--- src/common/tmry_pkg.sv ---
// Constants shared by the timer Y mode and request flag block
package tmry_pkg;

    // Bus widths
    localparam int unsigned ADDR_W = 12;
    localparam int unsigned DATA_W = 32;

    // Register indices; the byte address is four times the index
    localparam logic [11:0] MODE_IDX  = 12'h0F7;
    localparam logic [11:0] REQ_IDX   = 12'h0FC;
    localparam logic [11:0] CNT_IDX   = 12'h100;
    localparam logic [11:0] STAT_IDX  = 12'h101;
    localparam logic [11:0] MASK_IDX  = 12'h102;
    localparam logic [11:0] MODE_ADDR = {MODE_IDX[9:0], 2'h0};
    localparam logic [11:0] REQ_ADDR  = {REQ_IDX[9:0], 2'h0};
    localparam logic [11:0] CNT_ADDR  = {CNT_IDX[9:0], 2'h0};
    localparam logic [11:0] STAT_ADDR = {STAT_IDX[9:0], 2'h0};
    localparam logic [11:0] MASK_ADDR = {MASK_IDX[9:0], 2'h0};

    // Values after reset
    localparam logic [7:0] MODE_RST = 8'h00;
    localparam logic [7:0] REQ_RST  = 8'h00;
    localparam logic [7:0] CNT_RST  = 8'hFF;
    localparam logic [7:0] STAT_RST = 8'h00;
    localparam logic [7:0] MASK_RST = 8'h00;

    // Mode register fields
    localparam int unsigned MODE_LSB  = 0;
    localparam int unsigned MODE_MSB  = 2;
    localparam int unsigned WRCTL_BIT = 3;
    localparam int unsigned LEVEL_BIT = 4;
    localparam int unsigned TRIG_BIT  = 5;
    localparam int unsigned SRC_LSB   = 6;
    localparam int unsigned SRC_MSB   = 7;

    // Operating mode codes
    localparam logic [2:0] MODE_TIMER   = 3'h0;
    localparam logic [2:0] MODE_PULSE   = 3'h1;
    localparam logic [2:0] MODE_PERIOD  = 3'h2;
    localparam logic [2:0] MODE_WIDTH   = 3'h3;
    localparam logic [2:0] MODE_WAVE    = 3'h4;
    localparam logic [2:0] MODE_ONESHOT = 3'h5;
    localparam logic [2:0] MODE_PWM     = 3'h6;
    localparam logic [2:0] MODE_NONE    = 3'h7;

    // Count source codes
    localparam logic [1:0] SRC_DIV2  = 2'h0;
    localparam logic [1:0] SRC_DIV8  = 2'h1;
    localparam logic [1:0] SRC_DIV16 = 2'h2;
    localparam logic [1:0] SRC_PIN   = 2'h3;

    // Prescaler terminal counts (divide ratio minus one)
    localparam logic [3:0] DIV2_LAST  = 4'h1;
    localparam logic [3:0] DIV8_LAST  = 4'h7;
    localparam logic [3:0] DIV16_LAST = 4'hF;

    // Request flag positions
    localparam int unsigned REQ_TX  = 0;
    localparam int unsigned REQ_TY  = 1;
    localparam int unsigned REQ_T1  = 2;
    localparam int unsigned REQ_T2  = 3;
    localparam int unsigned REQ_SRX = 4;
    localparam int unsigned REQ_STX = 5;
    localparam int unsigned REQ_BUS = 6;
    localparam int unsigned REQ_ADC = 7;

    // Bus responses
    localparam logic [1:0] RESP_OKAY   = 2'h0;
    localparam logic [1:0] RESP_SLVERR = 2'h2;

    // Trigger gate for waveform mode
    typedef enum logic {
        TRIG_WAIT,
        TRIG_RUN
    } tmry_trig_t;

endpackage

--- src/design/tmry_sync3.sv ---
// Three-stage input synchroniser with agreement filter
module tmry_sync3 (
    // Clock and reset
    input  wire logic i_clk,
    input  wire logic i_rst_n,
    // Asynchronous input and filtered level
    input  wire logic i_async,
    output logic      o_level
);
    logic s1_r;
    logic s2_r;
    logic s3_r;
    logic level_r;

    always_ff @(posedge i_clk or negedge i_rst_n) begin
        if (!i_rst_n) begin
            s1_r <= 1'b0;
            s2_r <= 1'b0;
            s3_r <= 1'b0;
        end else begin
            s1_r <= i_async;
            s2_r <= s1_r;
            s3_r <= s2_r;
        end
    end

    // A change counts only once stages two and three agree
    always_ff @(posedge i_clk or negedge i_rst_n) begin
        if (!i_rst_n) begin
            level_r <= 1'b0;
        end else if (s2_r == s3_r) begin
            level_r <= s3_r;
        end
    end

    assign o_level = level_r;
endmodule

--- src/design/tmry_prescaler.sv ---
// Count source prescaler producing one-cycle ticks
module tmry_prescaler
    import tmry_pkg::*;
(
    // Clock and reset
    input  wire logic       i_clk,
    input  wire logic       i_rst_n,
    // Divider selection and tick
    input  wire logic [1:0] i_src,
    output logic            o_tick
);
    logic [3:0] div_r;
    logic [3:0] last;

    always_comb begin
        case (i_src)
            SRC_DIV2:  last = DIV2_LAST;
            SRC_DIV8:  last = DIV8_LAST;
            default:   last = DIV16_LAST;
        endcase
    end

    // Restarts early if the ratio shrinks below the running count
    always_ff @(posedge i_clk or negedge i_rst_n) begin
        if (!i_rst_n) begin
            div_r <= 4'h0;
        end else if (div_r >= last) begin
            div_r <= 4'h0;
        end else begin
            div_r <= div_r + 4'h1;
        end
    end

    assign o_tick = (div_r >= last);
endmodule

--- src/design/tmry_top.sv ---
// Timer Y mode control, counter and request flag register behind AXI4-Lite
module tmry_top
    import tmry_pkg::*;
(
    // Clock and reset
    input  wire logic              i_clk,
    input  wire logic              i_rst_n,
    // AXI4-Lite write address
    input  wire logic [ADDR_W-1:0] i_awaddr,
    input  wire logic              i_awvalid,
    output logic                   o_awready,
    // AXI4-Lite write data
    input  wire logic [DATA_W-1:0] i_wdata,
    input  wire logic [3:0]        i_wstrb,
    input  wire logic              i_wvalid,
    output logic                   o_wready,
    // AXI4-Lite write response
    output logic [1:0]             o_bresp,
    output logic                   o_bvalid,
    input  wire logic              i_bready,
    // AXI4-Lite read address
    input  wire logic [ADDR_W-1:0] i_araddr,
    input  wire logic              i_arvalid,
    output logic                   o_arready,
    // AXI4-Lite read data
    output logic [DATA_W-1:0]      o_rdata,
    output logic [1:0]             o_rresp,
    output logic                   o_rvalid,
    input  wire logic              i_rready,
    // Pins
    input  wire logic              i_timer_y_counter_pin,
    output logic                   o_timer_y_counter_pin_out,
    output logic                   o_timer_y_counter_pin_oe,
    input  wire logic              i_external_trigger_pin,
    // Request sources and interrupt
    input  wire logic [7:0]        i_req_events,
    output logic                   o_irq
);
    import tmry_pkg::*;

    // Registers
    logic [7:0]        mode_r;
    logic [7:0]        req_r;
    logic [7:0]        latch_r;
    logic [7:0]        cnt_r;
    logic [7:0]        stat_r;
    logic [7:0]        mask_r;
    logic              irq_r;
    logic              pin_out_r;
    logic              pin_oe_r;
    tmry_trig_t        trig_r;
    logic              pin_lvl_d_r;
    logic              trig_lvl_d_r;

    // Bus state
    logic              awready_r;
    logic              wready_r;
    logic              bvalid_r;
    logic [1:0]        bresp_r;
    logic              aw_have_r;
    logic              w_have_r;
    logic [ADDR_W-1:0] aw_addr_r;
    logic [7:0]        w_byte_r;
    logic              w_lane_r;
    logic              arready_r;
    logic              rvalid_r;
    logic [1:0]        rresp_r;
    logic [DATA_W-1:0] rdata_r;

    // Decoded fields and strobes
    logic [2:0]        op_mode;
    logic              wr_latch_only;
    logic              lvl_bit;
    logic              trig_sel;
    logic [1:0]        cnt_src;
    logic              do_wr;
    logic              wr_en;
    logic              wr_mode;
    logic              wr_req;
    logic              wr_cnt;
    logic              wr_mask;
    logic              ar_hs;
    logic              rd_stat;
    logic              pin_lvl;
    logic              trig_lvl;
    logic              pin_rise;
    logic              trig_rise;
    logic              pre_tick;
    logic              tick;
    logic              running;
    logic              underflow;
    logic              out_mode;
    logic [7:0]        req_set;
    logic [7:0]        req_keep;
    logic [7:0]        stat_keep;
    logic [7:0]        mode_nxt;

    assign op_mode       = mode_r[MODE_MSB:MODE_LSB];
    assign wr_latch_only = mode_r[WRCTL_BIT];
    assign lvl_bit       = mode_r[LEVEL_BIT];
    assign trig_sel      = mode_r[TRIG_BIT];
    assign cnt_src       = mode_r[SRC_MSB:SRC_LSB];

    // Pin inputs cross from outside the clock domain
    tmry_sync3 u_pin_sync (
        .i_clk   (i_clk),
        .i_rst_n (i_rst_n),
        .i_async (i_timer_y_counter_pin),
        .o_level (pin_lvl)
    );

    tmry_sync3 u_trig_sync (
        .i_clk   (i_clk),
        .i_rst_n (i_rst_n),
        .i_async (i_external_trigger_pin),
        .o_level (trig_lvl)
    );

    tmry_prescaler u_presc (
        .i_clk   (i_clk),
        .i_rst_n (i_rst_n),
        .i_src   (cnt_src),
        .o_tick  (pre_tick)
    );

    always_ff @(posedge i_clk or negedge i_rst_n) begin
        if (!i_rst_n) begin
            pin_lvl_d_r  <= 1'b0;
            trig_lvl_d_r <= 1'b0;
        end else begin
            pin_lvl_d_r  <= pin_lvl;
            trig_lvl_d_r <= trig_lvl;
        end
    end

    assign pin_rise  = pin_lvl & ~pin_lvl_d_r;
    assign trig_rise = trig_lvl & ~trig_lvl_d_r;

    // Count tick from the prescaler or the counter pin
    assign tick = (cnt_src == SRC_PIN) ? pin_rise : pre_tick;

    // Write channel: address and data may arrive in either order
    assign do_wr   = aw_have_r & w_have_r & ~bvalid_r;
    assign wr_en   = do_wr & w_lane_r;
    assign wr_mode = wr_en & (aw_addr_r == MODE_ADDR);
    assign wr_req  = wr_en & (aw_addr_r == REQ_ADDR);
    assign wr_cnt  = wr_en & (aw_addr_r == CNT_ADDR);
    assign wr_mask = wr_en & (aw_addr_r == MASK_ADDR);

    always_ff @(posedge i_clk or negedge i_rst_n) begin
        if (!i_rst_n) begin
            awready_r <= 1'b1;
            aw_have_r <= 1'b0;
            aw_addr_r <= '0;
        end else if (i_awvalid && awready_r) begin
            awready_r <= 1'b0;
            aw_have_r <= 1'b1;
            aw_addr_r <= {i_awaddr[ADDR_W-1:2], 2'h0};
        end else if (do_wr) begin
            aw_have_r <= 1'b0;
        end else if (bvalid_r && i_bready) begin
            awready_r <= 1'b1;
        end
    end

    always_ff @(posedge i_clk or negedge i_rst_n) begin
        if (!i_rst_n) begin
            wready_r <= 1'b1;
            w_have_r <= 1'b0;
            w_byte_r <= 8'h00;
            w_lane_r <= 1'b0;
        end else if (i_wvalid && wready_r) begin
            wready_r <= 1'b0;
            w_have_r <= 1'b1;
            w_byte_r <= i_wdata[7:0];
            w_lane_r <= i_wstrb[0];
        end else if (do_wr) begin
            w_have_r <= 1'b0;
        end else if (bvalid_r && i_bready) begin
            wready_r <= 1'b1;
        end
    end

    // Unmapped addresses answer with a slave error and change nothing
    always_ff @(posedge i_clk or negedge i_rst_n) begin
        if (!i_rst_n) begin
            bvalid_r <= 1'b0;
            bresp_r  <= RESP_OKAY;
        end else if (do_wr) begin
            bvalid_r <= 1'b1;
            case (aw_addr_r)
                MODE_ADDR, REQ_ADDR, CNT_ADDR, STAT_ADDR, MASK_ADDR: bresp_r <= RESP_OKAY;
                default: bresp_r <= RESP_SLVERR;
            endcase
        end else if (bvalid_r && i_bready) begin
            bvalid_r <= 1'b0;
        end
    end

    // Mode register; the reserved code is refused and the old mode kept
    always_comb begin
        mode_nxt = w_byte_r;
        if (w_byte_r[MODE_MSB:MODE_LSB] == MODE_NONE) begin
            mode_nxt[MODE_MSB:MODE_LSB] = op_mode;
        end
    end

    always_ff @(posedge i_clk or negedge i_rst_n) begin
        if (!i_rst_n) begin
            mode_r <= MODE_RST;
        end else if (wr_mode) begin
            mode_r <= mode_nxt;
        end
    end

    // Waveform mode start gate
    always_ff @(posedge i_clk or negedge i_rst_n) begin
        if (!i_rst_n) begin
            trig_r <= TRIG_WAIT;
        end else begin
            case (trig_r)
                TRIG_WAIT: begin
                    if (op_mode == MODE_WAVE && trig_sel && trig_rise) begin
                        trig_r <= TRIG_RUN;
                    end
                end
                TRIG_RUN: begin
                    if (op_mode != MODE_WAVE || !trig_sel) begin
                        trig_r <= TRIG_WAIT;
                    end
                end
                default: trig_r <= TRIG_WAIT;
            endcase
        end
    end

    // Only waveform mode with trigger selected waits for the trigger pin
    assign running   = !(op_mode == MODE_WAVE && trig_sel) || (trig_r == TRIG_RUN);
    assign underflow = tick & running & (cnt_r == 8'h00);

    always_ff @(posedge i_clk or negedge i_rst_n) begin
        if (!i_rst_n) begin
            latch_r <= CNT_RST;
        end else if (wr_cnt) begin
            latch_r <= w_byte_r;
        end
    end

    // A direct write outranks a tick in the same cycle
    always_ff @(posedge i_clk or negedge i_rst_n) begin
        if (!i_rst_n) begin
            cnt_r <= CNT_RST;
        end else if (wr_cnt && !wr_latch_only) begin
            cnt_r <= w_byte_r;
        end else if (underflow) begin
            cnt_r <= latch_r;
        end else if (tick && running) begin
            cnt_r <= cnt_r - 8'h01;
        end
    end

    // Counter pin drive; pulse output mode toggles on each underflow
    assign out_mode = (op_mode == MODE_PULSE) || (op_mode == MODE_WAVE) ||
                      (op_mode == MODE_ONESHOT) || (op_mode == MODE_PWM);

    always_ff @(posedge i_clk or negedge i_rst_n) begin
        if (!i_rst_n) begin
            pin_out_r <= 1'b0;
            pin_oe_r  <= 1'b0;
        end else begin
            if (wr_mode) begin
                pin_out_r <= w_byte_r[LEVEL_BIT];
            end else if (op_mode == MODE_PULSE && underflow) begin
                pin_out_r <= ~pin_out_r;
            end else if (op_mode != MODE_PULSE) begin
                pin_out_r <= lvl_bit;
            end
            // The pin cannot drive while it is the count source
            pin_oe_r <= out_mode && (cnt_src != SRC_PIN);
        end
    end

    // Request flags: set wins over a write of zero
    always_comb begin
        req_set         = i_req_events;
        req_set[REQ_TY] = i_req_events[REQ_TY] | underflow;
        req_keep        = wr_req ? w_byte_r : 8'hFF;
    end

    always_ff @(posedge i_clk or negedge i_rst_n) begin
        if (!i_rst_n) begin
            req_r <= REQ_RST;
        end else begin
            req_r <= (req_r & req_keep) | req_set;
        end
    end

    // Sticky interrupt status, cleared by a read; set wins
    assign ar_hs     = i_arvalid & arready_r;
    assign rd_stat   = ar_hs & ({i_araddr[ADDR_W-1:2], 2'h0} == STAT_ADDR);
    assign stat_keep = rd_stat ? 8'h00 : 8'hFF;

    always_ff @(posedge i_clk or negedge i_rst_n) begin
        if (!i_rst_n) begin
            stat_r <= STAT_RST;
        end else begin
            stat_r <= (stat_r & stat_keep) | req_set;
        end
    end

    always_ff @(posedge i_clk or negedge i_rst_n) begin
        if (!i_rst_n) begin
            mask_r <= MASK_RST;
        end else if (wr_mask) begin
            mask_r <= w_byte_r;
        end
    end

    always_ff @(posedge i_clk or negedge i_rst_n) begin
        if (!i_rst_n) begin
            irq_r <= 1'b0;
        end else begin
            irq_r <= |(stat_r & mask_r);
        end
    end

    // Read channel: one outstanding read, data registered
    always_ff @(posedge i_clk or negedge i_rst_n) begin
        if (!i_rst_n) begin
            arready_r <= 1'b1;
            rvalid_r  <= 1'b0;
            rresp_r   <= RESP_OKAY;
            rdata_r   <= '0;
        end else if (ar_hs) begin
            arready_r <= 1'b0;
            rvalid_r  <= 1'b1;
            rresp_r   <= RESP_OKAY;
            rdata_r   <= '0;
            case ({i_araddr[ADDR_W-1:2], 2'h0})
                MODE_ADDR: rdata_r[7:0] <= mode_r;
                REQ_ADDR:  rdata_r[7:0] <= req_r;
                CNT_ADDR:  rdata_r[7:0] <= cnt_r;
                STAT_ADDR: rdata_r[7:0] <= stat_r;
                MASK_ADDR: rdata_r[7:0] <= mask_r;
                default:   rresp_r      <= RESP_SLVERR;
            endcase
        end else if (rvalid_r && i_rready) begin
            rvalid_r  <= 1'b0;
            arready_r <= 1'b1;
        end
    end

    assign o_awready                 = awready_r;
    assign o_wready                  = wready_r;
    assign o_bresp                   = bresp_r;
    assign o_bvalid                  = bvalid_r;
    assign o_arready                 = arready_r;
    assign o_rdata                   = rdata_r;
    assign o_rresp                   = rresp_r;
    assign o_rvalid                  = rvalid_r;
    assign o_timer_y_counter_pin_out = pin_out_r;
    assign o_timer_y_counter_pin_oe  = pin_oe_r;
    assign o_irq                     = irq_r;
endmodule

--- config.mk ---
export PLATFORM = sky130hd
export DESIGN_NAME = tmry_top
export DESIGN_NICKNAME = d
export VERILOG_FILES = /design/src/common/tmry_pkg.sv /design/src/design/tmry_sync3.sv /design/src/design/tmry_prescaler.sv /design/src/design/tmry_top.sv
export SDC_FILE = /design/constraint.sdc
export NUM_CORES = 1
export LEC_CHECK = 0
export BUFFER_PORTS_ARGS = -buffer_cell sky130_fd_sc_hd__buf_2
export CAP_MARGIN = 40
export CORE_MARGIN = 3
export CORE_UTILIZATION = 30
export DETAILED_ROUTE_END_ITERATION = 6
export PLACE_DENSITY = 0.58
export SYNTH_ARGS = -nofsm -noshare
export SYNTH_HDL_FRONTEND = slang
export SYNTH_SLANG_ARGS = --single-unit
--- constraint.sdc ---
create_clock -name i_clk -period 2.9 [get_ports i_clk]
set_clock_uncertainty 0.15 [all_clocks]
set_input_delay 0.29 -clock i_clk [delete_from_list [all_inputs] [get_ports i_clk]]
set_output_delay 0.29 -clock i_clk [all_outputs]
set_load 0.01 [all_outputs]
==> impl.org, run 1 <==
** Logic synthesis
- Unique masters post-synth :: 65
- The top cell type by area accounts for a little over 40% of the synthesized area.
- Area of the mapped netlist :: slightly above 5000 sq um
- For this run, the number of Yosys warnings is 0.
- For this run, asynchronously set or reset flops after synthesis account for 100%.
- Post-synth EDFFs :: 0
- Sequential cell area fraction in the yosys report :: roughly 51%
- Dividing the synthesized area by the synthesized cell count gives between 10 and 15 sq um.
- Count of state elements after synthesis :: around 100
- In the synthesized netlist the dominant register cell turns out to be sky130_fd_sc_hd__dfrtp_1.
- Most area-consuming cells after synthesis :: sky130_fd_sc_hd__dfrtp_1 41%, sky130_fd_sc_hd__dfstp_2 9.9%, sky130_fd_sc_hd__mux2_2 6.5%, sky130_fd_sc_hd__buf_4 4.5%, sky130_fd_sc_hd__mux2i_1 3.0%
- Most area-hungry cell type in the Yosys netlist :: sky130_fd_sc_hd__dfrtp_1
- Synthesized instance count :: roughly 440

** Route
- Number of vias in the routed layout :: around 3600
- Final wirelength :: approximately 12 mm
- Remaining routing DRC violations :: 0
- The count of nets left with antenna violations once routing finished came out at 0.
- Dividing the detail-routed wire length by the instance count gives between 15 and 20 microns.
- For this block, the initial DRC count from the detailed router was ~250.
- First-pass detailed-route iteration total :: 4
- Via-per-instance ratio :: just under 5

** CTS
- TritonCTS built the clock tree.
- After clock tree synthesis, the clock-pin slew on the worst setup and hold paths is around 70 ps.
- Bufs on Longest Clock Path :: 2
- Count of clock tree sinks :: slightly above 100
- Clock latency on the worst-skew pair :: between 300 and 400 ps
- Cells resized by post-CTS repair :: 0
- H-tree depth :: 3
- In this run the clock root is driven by a sky130_fd_sc_hd__clkbuf_16.
- Post-CTS timing repair inserted 0 buffers for setup.
- The number of clock buffers added by TritonCTS is 9.

** Place
- HPWL after DPL :: 8.41 mm
- Standard cell area after detailed placement :: around 5400 sq um
- Buffers placed on the I/O ports in this run total 63.
- Placer's final routability congestion estimate :: a little over 0.8

** Global route
- After global routing, the most crowded layer is met2.
- For this run, the total global-route usage over all layers was measured as about 13%.
- The first global-routing pass estimated 18.5 mm of wire.
- Global routing used roughly a fifth of the available met2 tracks.
- Global routing consumed, on the met3 layer, 4.23% of the routing resources.
- The initial antenna violation count is 0.
- Global routing used approximately 17% of the available met1 tracks.
- Via count of the first global-routing pass :: ~3500
- Remaining global-route overflow :: 0
- Maximum number of pins on one net before global-route repair :: 63

** Floorplan
- Die area :: 18400 sq um
- The floorplan has between 40 and 50 rows.
- After floorplanning, the core was sized to cover approximately 16000 sq um.
- Effective utilization at floorplan :: a little under a third
- From bottom edge to top edge, the die measures approximately 140 microns.
- The floorplan step set the die width to approximately 140 microns.
- Pin placement for this block handled around 120 I/O pins.

** Finish
- The area growth from synthesis to layout is 16.1%.
- After routing the design area is ~5800 sq um.
- Final net count :: about 590
- Of the cells placed in the final design, the portion with a size suffix greater than 1 is 29.0%.
- Number of antenna repair diodes :: 0

** Critical path
- Largest delay share family, worst path :: simple AND/OR/NAND/NOR gates
- Arrival time at the worst endpoint :: around 2400 ps
- Cell chain of the critical path :: nor4_4, nand2_1, nor2_1, and3_1, mux2_1
- Number of buffers and inverters on the critical path :: 0
- In this run the worst path has a maximum fanout of 8.
- Startpoint-to-endpoint class of the critical path :: register to register
- For the worst setup path, the data required time is slightly below 3000 ps.
- Crit path launch type :: register
- For this run, the slowest stage of the critical path takes 530 ps.
- Endpoint type of the worst setup path :: register
- The largest individual stage delay along the critical path comes from the cell sky130_fd_sc_hd__and3_1.

** Run
- Max-cap violations :: 0

** Power and ir drop
- Sequential group share of total power :: between 50% and 60%
- The clock network accounts for around 29% of the total power.
- Switching share of power :: a little under a third
- Max VDD drop :: 0.439 mV
- The analysis attributes to cell leakage a power of about 2.6 nW.
- Net switching component of the power :: about 1.3 mW
- Per report_power, the combinational group accounts for 20.1% of the total.
- In this run the power density over the cells is slightly above 700 nW/um^2.
- The internal portion of the total power is about 2.8 mW.

** Timing
- Hold Fails Final Rpt :: 0
- Setup repair after global routing left no endpoint under its margin.
- Final critical-path required period :: around 2300 ps
- For the final routed database, the setup TNS stands at 0 ps.
- Max frequency :: between 400 and 500 MHz
- Portion of the clock cycle consumed by the worst path in the final layout :: between 80% and 90%
- For the pin with the worst max-slew slack, the measured transition is between 600 and 700 ps.
- Relative slew slack :: between 50% and 60%
- The number of pins exceeding their max-slew limit in the final report is 0.
- Number of setup violations in the final report :: 0

** Worst hold path
- The tightest min-delay check is of the primary input to register type.

** Run status
- Status :: completed
[layout make-up]
cell class | instances | area, sq um
clock inverter | 6 | 62.6
fill | 1600 | 10300
tap | 216 | 270
inverter | 13 | 48.8
sequential | 102 | 2580
multi-input combinational | 304 | 2180
clock buffer | 10 | 229
timing repair buffer | 78 | 478
[flip-flops by register name, summed over array words and instances (netlist names), 4 cells and up]
register	flops
w_byte_r	8
mask_r	8
cnt_r	8
o_rdata	8
aw_addr_r	10
u_presc.div_r	4
mode_r	8
latch_r	8
stat_r	8
req_r	8
[power groups by stage]
| stage | registers, mW | logic, mW | clock network [mW] |
|---|---|---|---|
| after floorplan | 2.00 | 0.682 | 0 |
| after global placement | 2.15 | 0.797 | 0 |
| after detailed placement | 2.17 | 0.825 | 0 |
| after CTS | 2.14 | 0.842 | 1.24 |
| after global routing | 2.18 | 0.936 | 1.30 |
| final | 2.14 | 0.837 | 1.20 |
[metal layers]
layer	up-vias	share of wire, %
met5	-	0
met4	0	0.97
met3	12	6.2
met2	130	47
met1	1760	46
li1	1667	-
[through the flow]
stage | power, mW | util [%] | worst slack (ps) | instances | hold WS, ps
2_1_floorplan | 2.68 | - | 926 | 462 | -156
3_3_place_gp | 2.95 | 33.5 | 596 | 699 | 148
6_report | 4.17 | 36.1 | 563 | 729 | 18.4
4_1_cts | 4.22 | 36.1 | 563 | 728 | 0.627
3_5_place_dp | 2.99 | 33.5 | 566 | 699 | 161
5_1_grt | 4.41 | 36.1 | 421 | 729 | 4.81
[path summary, 6_finish.rpt]
kind	start	slack, ps	cells after the start	endpoint
min in group asynchronous	i_rst_n	310	2	aw_addr_r[10]$_DFFE_PN0P_
setup reg to reg	aw_addr_r[5]$_DFFE_PN0P_	560	5	mask_r[0]$_DFFE_PN0P_
setup / recovery	aw_addr_r[5]$_DFFE_PN0P_	560	5	mask_r[0]$_DFFE_PN0P_
max in group asynchronous	i_rst_n	1520	3	o_arready$_DFFE_PN1P_
hold reg to reg	u_pin_sync.s1_r$_DFF_PN0_	200	0	u_pin_sync.s2_r$_DFF_PN0_
hold / removal	i_arvalid	20	2	o_arready$_DFFE_PN1P_
[synthesized netlist by cell type (2+ instances only)]
library cell and n:
sky130_fd_sc_hd__nor2_2 2, sky130_fd_sc_hd__nor2_1 23, sky130_fd_sc_hd__o22a_1 3, sky130_fd_sc_hd__nand4bb_1 2, sky130_fd_sc_hd__maj3_1 2, sky130_fd_sc_hd__a22oi_1 11, sky130_fd_sc_hd__nand3_1 7, sky130_fd_sc_hd__and3_1 2
sky130_fd_sc_hd__nor4b_4 2, sky130_fd_sc_hd__a32oi_1 3, sky130_fd_sc_hd__nand2b_1 7, sky130_fd_sc_hd__mux2_1 8, sky130_fd_sc_hd__mux2i_1 15, sky130_fd_sc_hd__dfstp_2 19, sky130_fd_sc_hd__or4_4 3, sky130_fd_sc_hd__a21o_1 10
sky130_fd_sc_hd__a22o_1 7, sky130_fd_sc_hd__a31oi_1 6, sky130_fd_sc_hd__nand2_1 34, sky130_fd_sc_hd__buf_4 30, sky130_fd_sc_hd__o21ai_1 2, sky130_fd_sc_hd__nor2b_1 3, sky130_fd_sc_hd__mux2_4 2, sky130_fd_sc_hd__o2bb2ai_1 2
sky130_fd_sc_hd__o21bai_1 2, sky130_fd_sc_hd__xnor2_1 2, sky130_fd_sc_hd__o21ai_0 27, sky130_fd_sc_hd__clkbuf_1 5, sky130_fd_sc_hd__buf_2 2, sky130_fd_sc_hd__nor3b_1 2, sky130_fd_sc_hd__a21oi_1 14, sky130_fd_sc_hd__mux2_2 29
sky130_fd_sc_hd__inv_1 13, sky130_fd_sc_hd__ha_1 3, sky130_fd_sc_hd__nor4_1 2, sky130_fd_sc_hd__dfrtp_1 83, sky130_fd_sc_hd__nor3_1 3, sky130_fd_sc_hd__a41oi_1 3, sky130_fd_sc_hd__nand4_1 7, sky130_fd_sc_hd__nor4_4 3
sky130_fd_sc_hd__buf_6 6, sky130_fd_sc_hd__and2_1 3
[cell usage in the layout, fill, tap and decap left out, types with 15 or more instances in the layout]
cell type                  n
sky130_fd_sc_hd__nand2_1  34
sky130_fd_sc_hd__dfstp_2  19
sky130_fd_sc_hd__conb_1   26
sky130_fd_sc_hd__nor2_1   23
sky130_fd_sc_hd__o21ai_0  27
sky130_fd_sc_hd__dfrtp_1  83
sky130_fd_sc_hd__mux2_2   29
sky130_fd_sc_hd__mux2i_1  15
sky130_fd_sc_hd__buf_2    62
[worst reg2reg max path, delay by kind of cell (launching register included)]
kind | cells | cell delay, ps
multiplexers | 1 | 380
AND/OR/NAND/NOR | 4 | 1230
flip-flops | 1 | 460
[logic make-up (layout without fill, tap and decap cells)]
logic type / count (synthesis) / after routing / share of synthesized area [%]
DFF: 102 / 102 / 51.2
xor gates and xnor gates: 2 / 2 / 0.348
and+or+nand+nor: 117 / 117 / 14.6
AOI/OAI and AO/OA: 100 / 100 / 13.4
buffers and inverters: 56 / 107 / 7.36
muxes: 54 / 54 / 11.9
other: 1 / 26 / 0.0746
adders and majority gates: 5 / 5 / 1.14
[timing repair]
action / in CTS / in global routing
endpoints found under the hold margin: 52 / 1
hold buffers: 13 / 1
setup endpoints to repair: 0 / 0
(Power assumes the default switching activity.)
==> inputs of run 2 (changes only) <==
- ABC_AREA: not set -> 1
- clock period: 2.9 -> 2.35 ns (I/O delays scaled with it)
==> run 2 against run 1 <==
  * Routed wire length is 5.4% higher
  * Sequential cell count stayed put
  * Register-to-register slack worse by 110 ps
  * Critical path type unchanged
  * Non-clock buffer count is 26 higher
  * Critical path depth is 3 higher
  * Core utilization is 2.0 points higher
==> impl.org, run 2 <==
** Timing
- Summed over all failing endpoints, the final setup total negative slack is 0 ps.
- After layout, the minimum clock period comes to 1900 ps.
- Portion of the clock cycle consumed by the worst path in the final layout :: approximately four fifths
- Number of setup violations in the final report :: 0
- Static timing analysis puts the maximum clock frequency at ~530 MHz.
- Setup slack of the critical path after layout :: between 400 and 500 ps
- Relative slew slack :: roughly half
- The number of hold violations in the final report was 0.
- The number of pins exceeding their max-slew limit in the final report was 0.
- Least-Margin Pin Slew :: 733 ps
- RSZ-0062 raised after global routing :: no

** Floorplan
- Area of the placeable core :: around 16000 sq um
- Floorplan die height :: around 130 microns
- The floorplan step defined a die boundary enclosing ~18000 sq um.
- The die is about 130 microns wide.
- The floorplan has 46 rows.
- Number of top-level design ports :: around 120
- Effective utilization at floorplan :: a little under a third

** Route
- In the final routed layout, each cell accounts on average for 13.3 microns.
- The detail route stage leaves a number of antenna-violating nets equal to 0.
- DRT iter0 DRCs :: 294
- First-pass detailed-route iteration total :: 5
- Detailed routing inserted a total of a little over 4000 vias.
- After detailed routing, the number of remaining DRC violations is 0.
- In the routed layout, each cell is associated on average with a via count of between 4 and 5.
- Final wirelength :: between 10 and 15 mm

** Logic synthesis
- Synth async-reset ratio :: between 90% and 100%
- Synthesized instance count :: between 500 and 600
- Most area-consuming cells after synthesis :: sky130_fd_sc_hd__dfrtp_1 42%, sky130_fd_sc_hd__dfstp_2 10%, sky130_fd_sc_hd__o21ai_0 7.4%, sky130_fd_sc_hd__inv_1 7.3%, sky130_fd_sc_hd__nand2_1 6.9%
- Count of state elements after synthesis :: ~100
- Synthesis warning total :: 0
- Leading cell types by count after synthesis :: 97 x sky130_fd_sc_hd__inv_1, 91 x sky130_fd_sc_hd__nand2_1, 83 x sky130_fd_sc_hd__dfrtp_1, 74 x sky130_fd_sc_hd__o21ai_0, 59 x sky130_fd_sc_hd__nor2_1
- Post-synth EDFFs :: 0
- Summed over all instances, the cell type with the most area after synthesis is sky130_fd_sc_hd__dfrtp_1.
- The most common cell in the synthesized netlist is sky130_fd_sc_hd__inv_1.
- The average instance in the mapped netlist occupies ~8.4 sq um.
- Unique masters post-synth :: 31
- Sequential cell area fraction in the yosys report :: around half
- Area of the mapped netlist :: 4980 sq um
- Among all flip-flop cells after synthesis, the most frequent one is sky130_fd_sc_hd__dfrtp_1.
- Post-synth top area share :: about two fifths

** Critical path
- Number of buffers and inverters on the critical path :: 1
- Peak fanout along the critical path :: 9
- Cell depth of the worst setup path :: 8
- For this run, the slowest stage of the critical path takes 360 ps.
- Startpoint-to-endpoint class of the critical path :: register to register
- In this run the critical register-to-register path is launched from mode_r[7]$_DFFE_PN0P_.
- Arrival time at the worst endpoint :: a little over 2000 ps
- The most numerous cell type found on the critical path is sky130_fd_sc_hd__nand3_1.
- Worst reg-to-reg path cell count :: 8
- The largest individual stage delay along the critical path comes from the cell sky130_fd_sc_hd__dfrtp_1.
- Crit path launch type :: register
- Reg-to-reg endpoint :: cnt_r[5]$_DFFE_PN1P_
- STA classifies the critical path endpoint as a register.
- Required time of the worst setup path :: 2480 ps
- The critical path goes through inv_1, ha_1, nand3_1, nand3_2, nand2_2, nor2_2, nand3_1, nand2_1.
- The kind of cell with the highest combined delay along the critical path is simple AND/OR/NAND/NOR gates.
- Reg2reg setup slack :: 450 ps

** Power and ir drop
- In this run the static leakage power is around 3.0 nW.
- Dividing total power by cell area gives a power density of ~940 nW/um^2.
- Across the VDD grid, the largest voltage drop is around 0.5 mV.

** Finish
- Area growth syn-to-layout :: 22.9%
- Register ranked first by flip-flop count :: aw_addr_r
- Leading cell types in the layout, fill and taps excluded :: 97 x sky130_fd_sc_hd__inv_1, 91 x sky130_fd_sc_hd__nand2_1, 83 x sky130_fd_sc_hd__dfrtp_1, 74 x sky130_fd_sc_hd__o21ai_0, 62 x sky130_fd_sc_hd__buf_2
- The post-route netlist has between 10% and 20% of its cells at a drive strength greater than 1.
- The filler cells instantiated in the layout total approximately 1700.
- Most common cell after layout, fill and taps aside :: sky130_fd_sc_hd__inv_1
- The number of antenna diodes in the final layout is 0.
- Final net count :: slightly below 800
- The register with the most flip-flops in the layout has 10 of them.

** CTS
- The H-tree was split into 3 levels.
- Clock-pin slew was measured on the worst setup and hold paths at about 70 ps.
- Once the clock tree was built, the setup fixing pass inserted 0 buffers.
- Clock tree from TritonCTS :: yes
- Count of clock tree sinks :: ~100
- Bufs on Longest Clock Path :: 2
- Clock latency on the worst-skew pair :: roughly 340 ps
- In this run, CTS created clock tree buffers numbering 9.
- Cells resized by post-CTS repair :: 0
- In this run the clock root is driven by a sky130_fd_sc_hd__clkbuf_16.

** Worst hold path
- The worst hold path was traced through 3 stages.
- Launch point of the worst hold path :: i_wdata[3]
- The path with the worst hold slack has its endpoint at w_byte_r[3]$_DFFE_PN0P_.
- In this run the worst hold path is classified as primary input to register.

** Place
- HPWL after DPL :: ~9 mm
- The congestion estimate from routability-driven global placement came to about 0.9.
- At the placement stage, the worst setup path has a slack of around 430 ps.
- Buffers placed on the I/O ports in this run total 63.

** Global route
- Global-route wire length before repair :: about 20 mm
- Remaining global-route overflow :: 0
- Maximum number of pins on one net before global-route repair :: 42
- Across every metal layer, demand over resource in global routing totals between 10% and 20%.
- Antenna violations before repair :: 0
- The via count of the first global-routing pass is roughly 4000.

** Run
- The tool flagged a number of max-cap violations equal to 0.

** Run status
- Status :: completed
run 2: worst max path at each step:
stage | end | start | slack (ps)
global route | cnt_r[5]$_DFFE_PN1P_ | mode_r[7]$_DFFE_PN0P_ | 250
CTS | req_r[0]$_DFF_PN0_ | o_bvalid$_DFFE_PN0P_ | 410
detailed placement | req_r[7]$_DFF_PN0_ | o_bvalid$_DFFE_PN0P_ | 430
floorplan | o_timer_y_counter_pin_out$_DFFE_PN0P_ | cnt_r[0]$_DFFE_PN1P_ | 660
global placement | cnt_r[5]$_DFFE_PN1P_ | mode_r[6]$_DFFE_PN0P_ | 450
finish | cnt_r[5]$_DFFE_PN1P_ | mode_r[7]$_DFFE_PN0P_ | 450
run 2: kinds of logic after synthesis:
family	share of synthesized area [%]
AO/OA/AOI/OAI	10.4
XOR/XNOR	1.41
adder cells (fa/ha/maj)	1.16
buffers and inverters	12.1
flip-flops	51.8
multiplexers	1.13
other	0.0753
AND/OR/NAND/NOR	22.0
run 2: area by class of cell:
class,count,area (sq um),share of cell area (%)
flip-flops and latches,102,2580,42.1
well taps,216,270,4.42
multi-input cells,382,1890,30.9
inverters,98,368,6.01
clock inverters,5,42.5,0.695
clock buffers,11,253,4.13
repair buffers,104,716,11.7
run 2: what timing repair did:
action | CTS | global route
hold buffers | 31 | 0
endpoints found under the setup margin | 0 | 0
hold endpoints to repair | 60 | 0
run 2: per-layer routing:
layer  track usage, %  part of all wire, %  up-vias
met5                0                    0        -
met4             3.51                  1.4        0
met3             2.79                  7.0       13
met2             21.4                   43      163
met1             20.4                   49     1877
li1                 -                    -     2058
run 2: stage by stage:
step / instances / util [%] / total power [mW] / area [sq um] / hold slack, ps
after detailed placement: 871 / 34.3 / 4.29 / 5510 / 22.3
after CTS: 918 / 38.1 / 5.81 / 6120 / 19.5
final: 918 / 38.1 / 5.74 / 6120 / 30.8
after global routing: 918 / 38.1 / 6.20 / 6120 / 53.7
after floorplan: 617 / - / 3.70 / 5070 / -211
after global placement: 871 / 34.3 / 4.26 / 5510 / 19.2
run 2: power by group:
group	internal, mW	total [mW]	switching (mW)
Combinational	0.640	1.66	1.02
Clock	0.786	1.46	0.673
Sequential	2.26	2.62	0.361
Total	3.68	5.74	2.06
run 2: worst reg2reg max path, delay by kind of cell (launching register included):
| kind | cells | cell delay, ps |
|---|---|---|
| buf+inv | 1 | 110 |
| flops | 1 | 360 |
| simple gates | 6 | 930 |
| fa+ha+maj | 1 | 290 |
==> inputs of run 3 (changes only) <==
- clock period: 2.35 -> 1.75 ns (I/O delays scaled with it)
==> run 3 against run 2 <==
  * Clock-buffer cell count unchanged
  * Design area rose by 5.5%
  * Via count grew 2.4%
  * Largest cell class unchanged
  * Largest power group unchanged
==> impl.org, run 3 (synthesized netlist as in run 2, its figures left out) <==
** Finish
- In the final layout, the share of cells above drive strength 1 is a little under a quarter.
- The number of antenna diodes in the final layout is 0.
- From synthesis to final layout, the design area changed by 29.6%.
- Final net count :: just over 800
- Register ranked first by flip-flop count :: aw_addr_r
- Leading cell types in the layout, fill and taps excluded :: 94 x sky130_fd_sc_hd__inv_1, 91 x sky130_fd_sc_hd__nand2_1, 83 x sky130_fd_sc_hd__dfrtp_1, 73 x sky130_fd_sc_hd__o21ai_0, 62 x sky130_fd_sc_hd__buf_2
- Leaving out fill and tap cells, the most frequent cell in the layout is sky130_fd_sc_hd__inv_1.
- The register with the most flip-flops in the layout has 10 of them.

** CTS
- Clock root buffer master :: sky130_fd_sc_hd__clkbuf_16
- Counting along the longest clock path gives a buffer depth of 2.
- Num CTS Buffers :: 9
- Clock latency on the worst-skew pair :: approximately 350 ps
- TritonCTS built the clock tree.
- The H-tree generated during clock tree synthesis spans 3 levels.
- Count of clock tree sinks :: 102
- Clock transition at the register clock pins on the worst setup and hold paths after CTS :: 70 ps

** Power and ir drop
- Max VDD drop :: about 0.65 mV
- In this run the power spent charging and discharging nets is about 2.9 mW.
- Switching share of power :: approximately 36%
- Sequential group share of total power :: between 40% and 50%
- In this run the static leakage power is around 3.1 nW.
- In this run the power density over the cells is 1240 nW/um^2.
- Proportion of power drawn by combinational gates :: about 33%
- The internal power of the cells totals around 5.2 mW.
- Clock group share of total power :: roughly a quarter

** Run status
- The run finished with clean final reports.

** Route
- Final wirelength :: ~13 mm
- DRT iter0 DRCs :: about 310
- After detailed routing, the average wire length per cell comes to roughly 13 microns.
- First-pass detailed-route iteration total :: 5
- Number of vias in the routed layout :: 4210
- Post-route ant nets :: 0
- In the routed design, unresolved DRC markers number 0.
- Via-per-instance ratio :: roughly 4.4

** Critical path
- Critical path's slowest cell :: sky130_fd_sc_hd__dfstp_2
- Worst reg-to-reg path cell count :: 9
- Startpoint-to-endpoint class of the critical path :: register to register
- Reg-to-reg critical path startpoint :: cnt_r[0]$_DFFE_PN1P_
- Of all nets on the critical path, the largest fanout is 8.
- Traced cell by cell, the critical path runs through inv_1, ha_1, nand3_2, nor3_4, nand3_4, nand2_1, nand2_1, nor2_1, nor2_1.
- STA puts the critical path data arrival time at between 1500 and 2000 ps.
- Worst stage delay on the critical path :: between 300 and 400 ps
- STA classifies the critical path startpoint as a register.
- Required time of the worst setup path :: approximately 1800 ps
- The endpoint identified for the worst register-to-register timing path is o_timer_y_counter_pin_out$_DFFE_PN0P_.
- Broken down by cell family, the worst path's largest delay share belongs to simple AND/OR/NAND/NOR gates.
- In this run the register-to-register setup slack is ~42 ps.
- Endpoint type of the worst setup path :: register
- Number of buffers and inverters on the critical path :: 1

** Worst hold path
- Worst hold path class :: primary input to asynchronous set/reset pin

** Floorplan
- Die outline width :: roughly 130 microns
- Floorplan die height :: 135 microns
- The floorplan has between 40 and 50 rows.
- For this design the top-level I/O count stands at around 120.
- The floorplan step defined a die boundary enclosing ~18000 sq um.
- The total area inside the core boundary comes to between 15000 and 20000 sq um.
- The initial utilization of the core area, before any placement, comes to 31.0%.

** Timing
- After layout, the minimum clock period comes to ~1700 ps.
- Hold slack :: roughly 130 ps
- Number of max-slew violations in the final report :: 0
- Setup total negative slack :: 0 ps
- Number of setup violations in the final report :: 0
- The final critical path takes up 97.6% of the cycle.
- Max frequency :: between 500 and 600 MHz
- Setup repair after global routing could not meet its margin everywhere.
- Least-Margin Pin Slew :: around 510 ps
- The number of hold violations in the final report came to 0.
- The worst pin sits at a relative slew slack of between 60 and 70%.

** Global route
- The via count of the first global-routing pass came to approximately 4200.
- The first global-routing pass estimated 21.0 mm of wire.
- Entering global routing, the biggest net connects 30 pins.
- Remaining global-route overflow :: 0
- Met1 GRT Util :: between 20% and 30%
- In the global route stage, met3 resource usage came out at about 3.6%.
- Global routing consumed, on the met2 layer, between 20% and 30% of the routing resources.
- GRT Util Overall :: between 10% and 20%
- Antenna violations before repair :: 0
- Busiest layer in global routing :: met2

** Place
- Placer's final routability congestion estimate :: 0.930
- Once detailed placement completed, the half-perimeter wirelength came to approximately 9.4 mm.
- Port buffering added between 60 and 70 buffers.

** Run
- The tool flagged a number of max-cap violations equal to 0.
## run 3: cell types whose count changed in the layout (fill, tap and decap cells not counted), moves of 2 or more
| cell | delta |
|---|---|
| sky130_fd_sc_hd__buf_4 | +26 |
| sky130_fd_sc_hd__buf_12 | +4 |
| sky130_fd_sc_hd__inv_1 | -3 |
| sky130_fd_sc_hd__clkinv_2 | +2 |
| sky130_fd_sc_hd__inv_2 | +2 |
| sky130_fd_sc_hd__nand3_1 | -2 |
## run 3: metrics by stage
stage	setup WS (ps)	utilization, %	power [mW]	cells	area, sq um
2_1_floorplan	57.2	-	4.97	617	5070
3_3_place_gp	31.0	36.0	5.98	900	5780
5_1_grt	-66.4	40.2	8.63	950	6450
6_report	41.8	40.2	8.03	950	6450
3_5_place_dp	21.1	36.0	6.03	900	5780
4_1_cts	20.1	39.8	8.02	948	6390
## run 3: timing repair
action | in CTS | in global routing
buffers inserted | 0 | 2
gates resized for setup | 2 | 11
setup endpoints to repair | 3 | 23
hold buffers | 32 | 0
pin swaps | 0 | 2
hold endpoints to repair | 127 | 0
## run 3: power groups by stage
stage / sequential [mW] / combinational, mW / clock [mW]
floorplan: 3.50 / 1.47 / 0
global placement: 3.51 / 2.47 / 0
detailed placement: 3.52 / 2.51 / 0
CTS: 3.48 / 2.59 / 1.95
global route: 3.56 / 3.02 / 2.05
finish: 3.49 / 2.64 / 1.90
## run 3: area by class of cell
type | instances | area (sq um)
tap | 216 | 270
sequential | 102 | 2580
fill | 1624 | 9610
clock buffer | 11 | 243
clock inverter | 5 | 35.0
timing repair buffer | 136 | 1010
multi-input combinational | 382 | 1940
inverter | 98 | 372
## run 3: how the worst max path moves through the flow
stage | slack [ps] | start | cells past startpoint | end
2_1_floorplan | 60 | cnt_r[0]$_DFFE_PN1P_ | 9 | o_timer_y_counter_pin_out$_DFFE_PN0P_
6_report | 40 | cnt_r[0]$_DFFE_PN1P_ | 9 | o_timer_y_counter_pin_out$_DFFE_PN0P_
5_1_grt | -70 | aw_addr_r[10]$_DFFE_PN0P_ | 9 | cnt_r[1]$_DFFE_PN1P_
3_5_place_dp | 20 | o_bvalid$_DFFE_PN0P_ | 7 | mode_r[0]$_DFFE_PN0P_
4_1_cts | 20 | mode_r[7]$_DFFE_PN0P_ | 10 | cnt_r[5]$_DFFE_PN1P_
3_3_place_gp | 30 | cnt_r[0]$_DFFE_PN1P_ | 9 | o_timer_y_counter_pin_out$_DFFE_PN0P_
## run 3: routing by layer
| metal | wire length, microns | share of wire [%] |
|---|---|---|
| met1 | 6130 | 49 |
| met2 | 5600 | 45 |
| met3 | 716 | 5.7 |
| met4 | 116 | 0.92 |
| met5 | 0 | 0 |
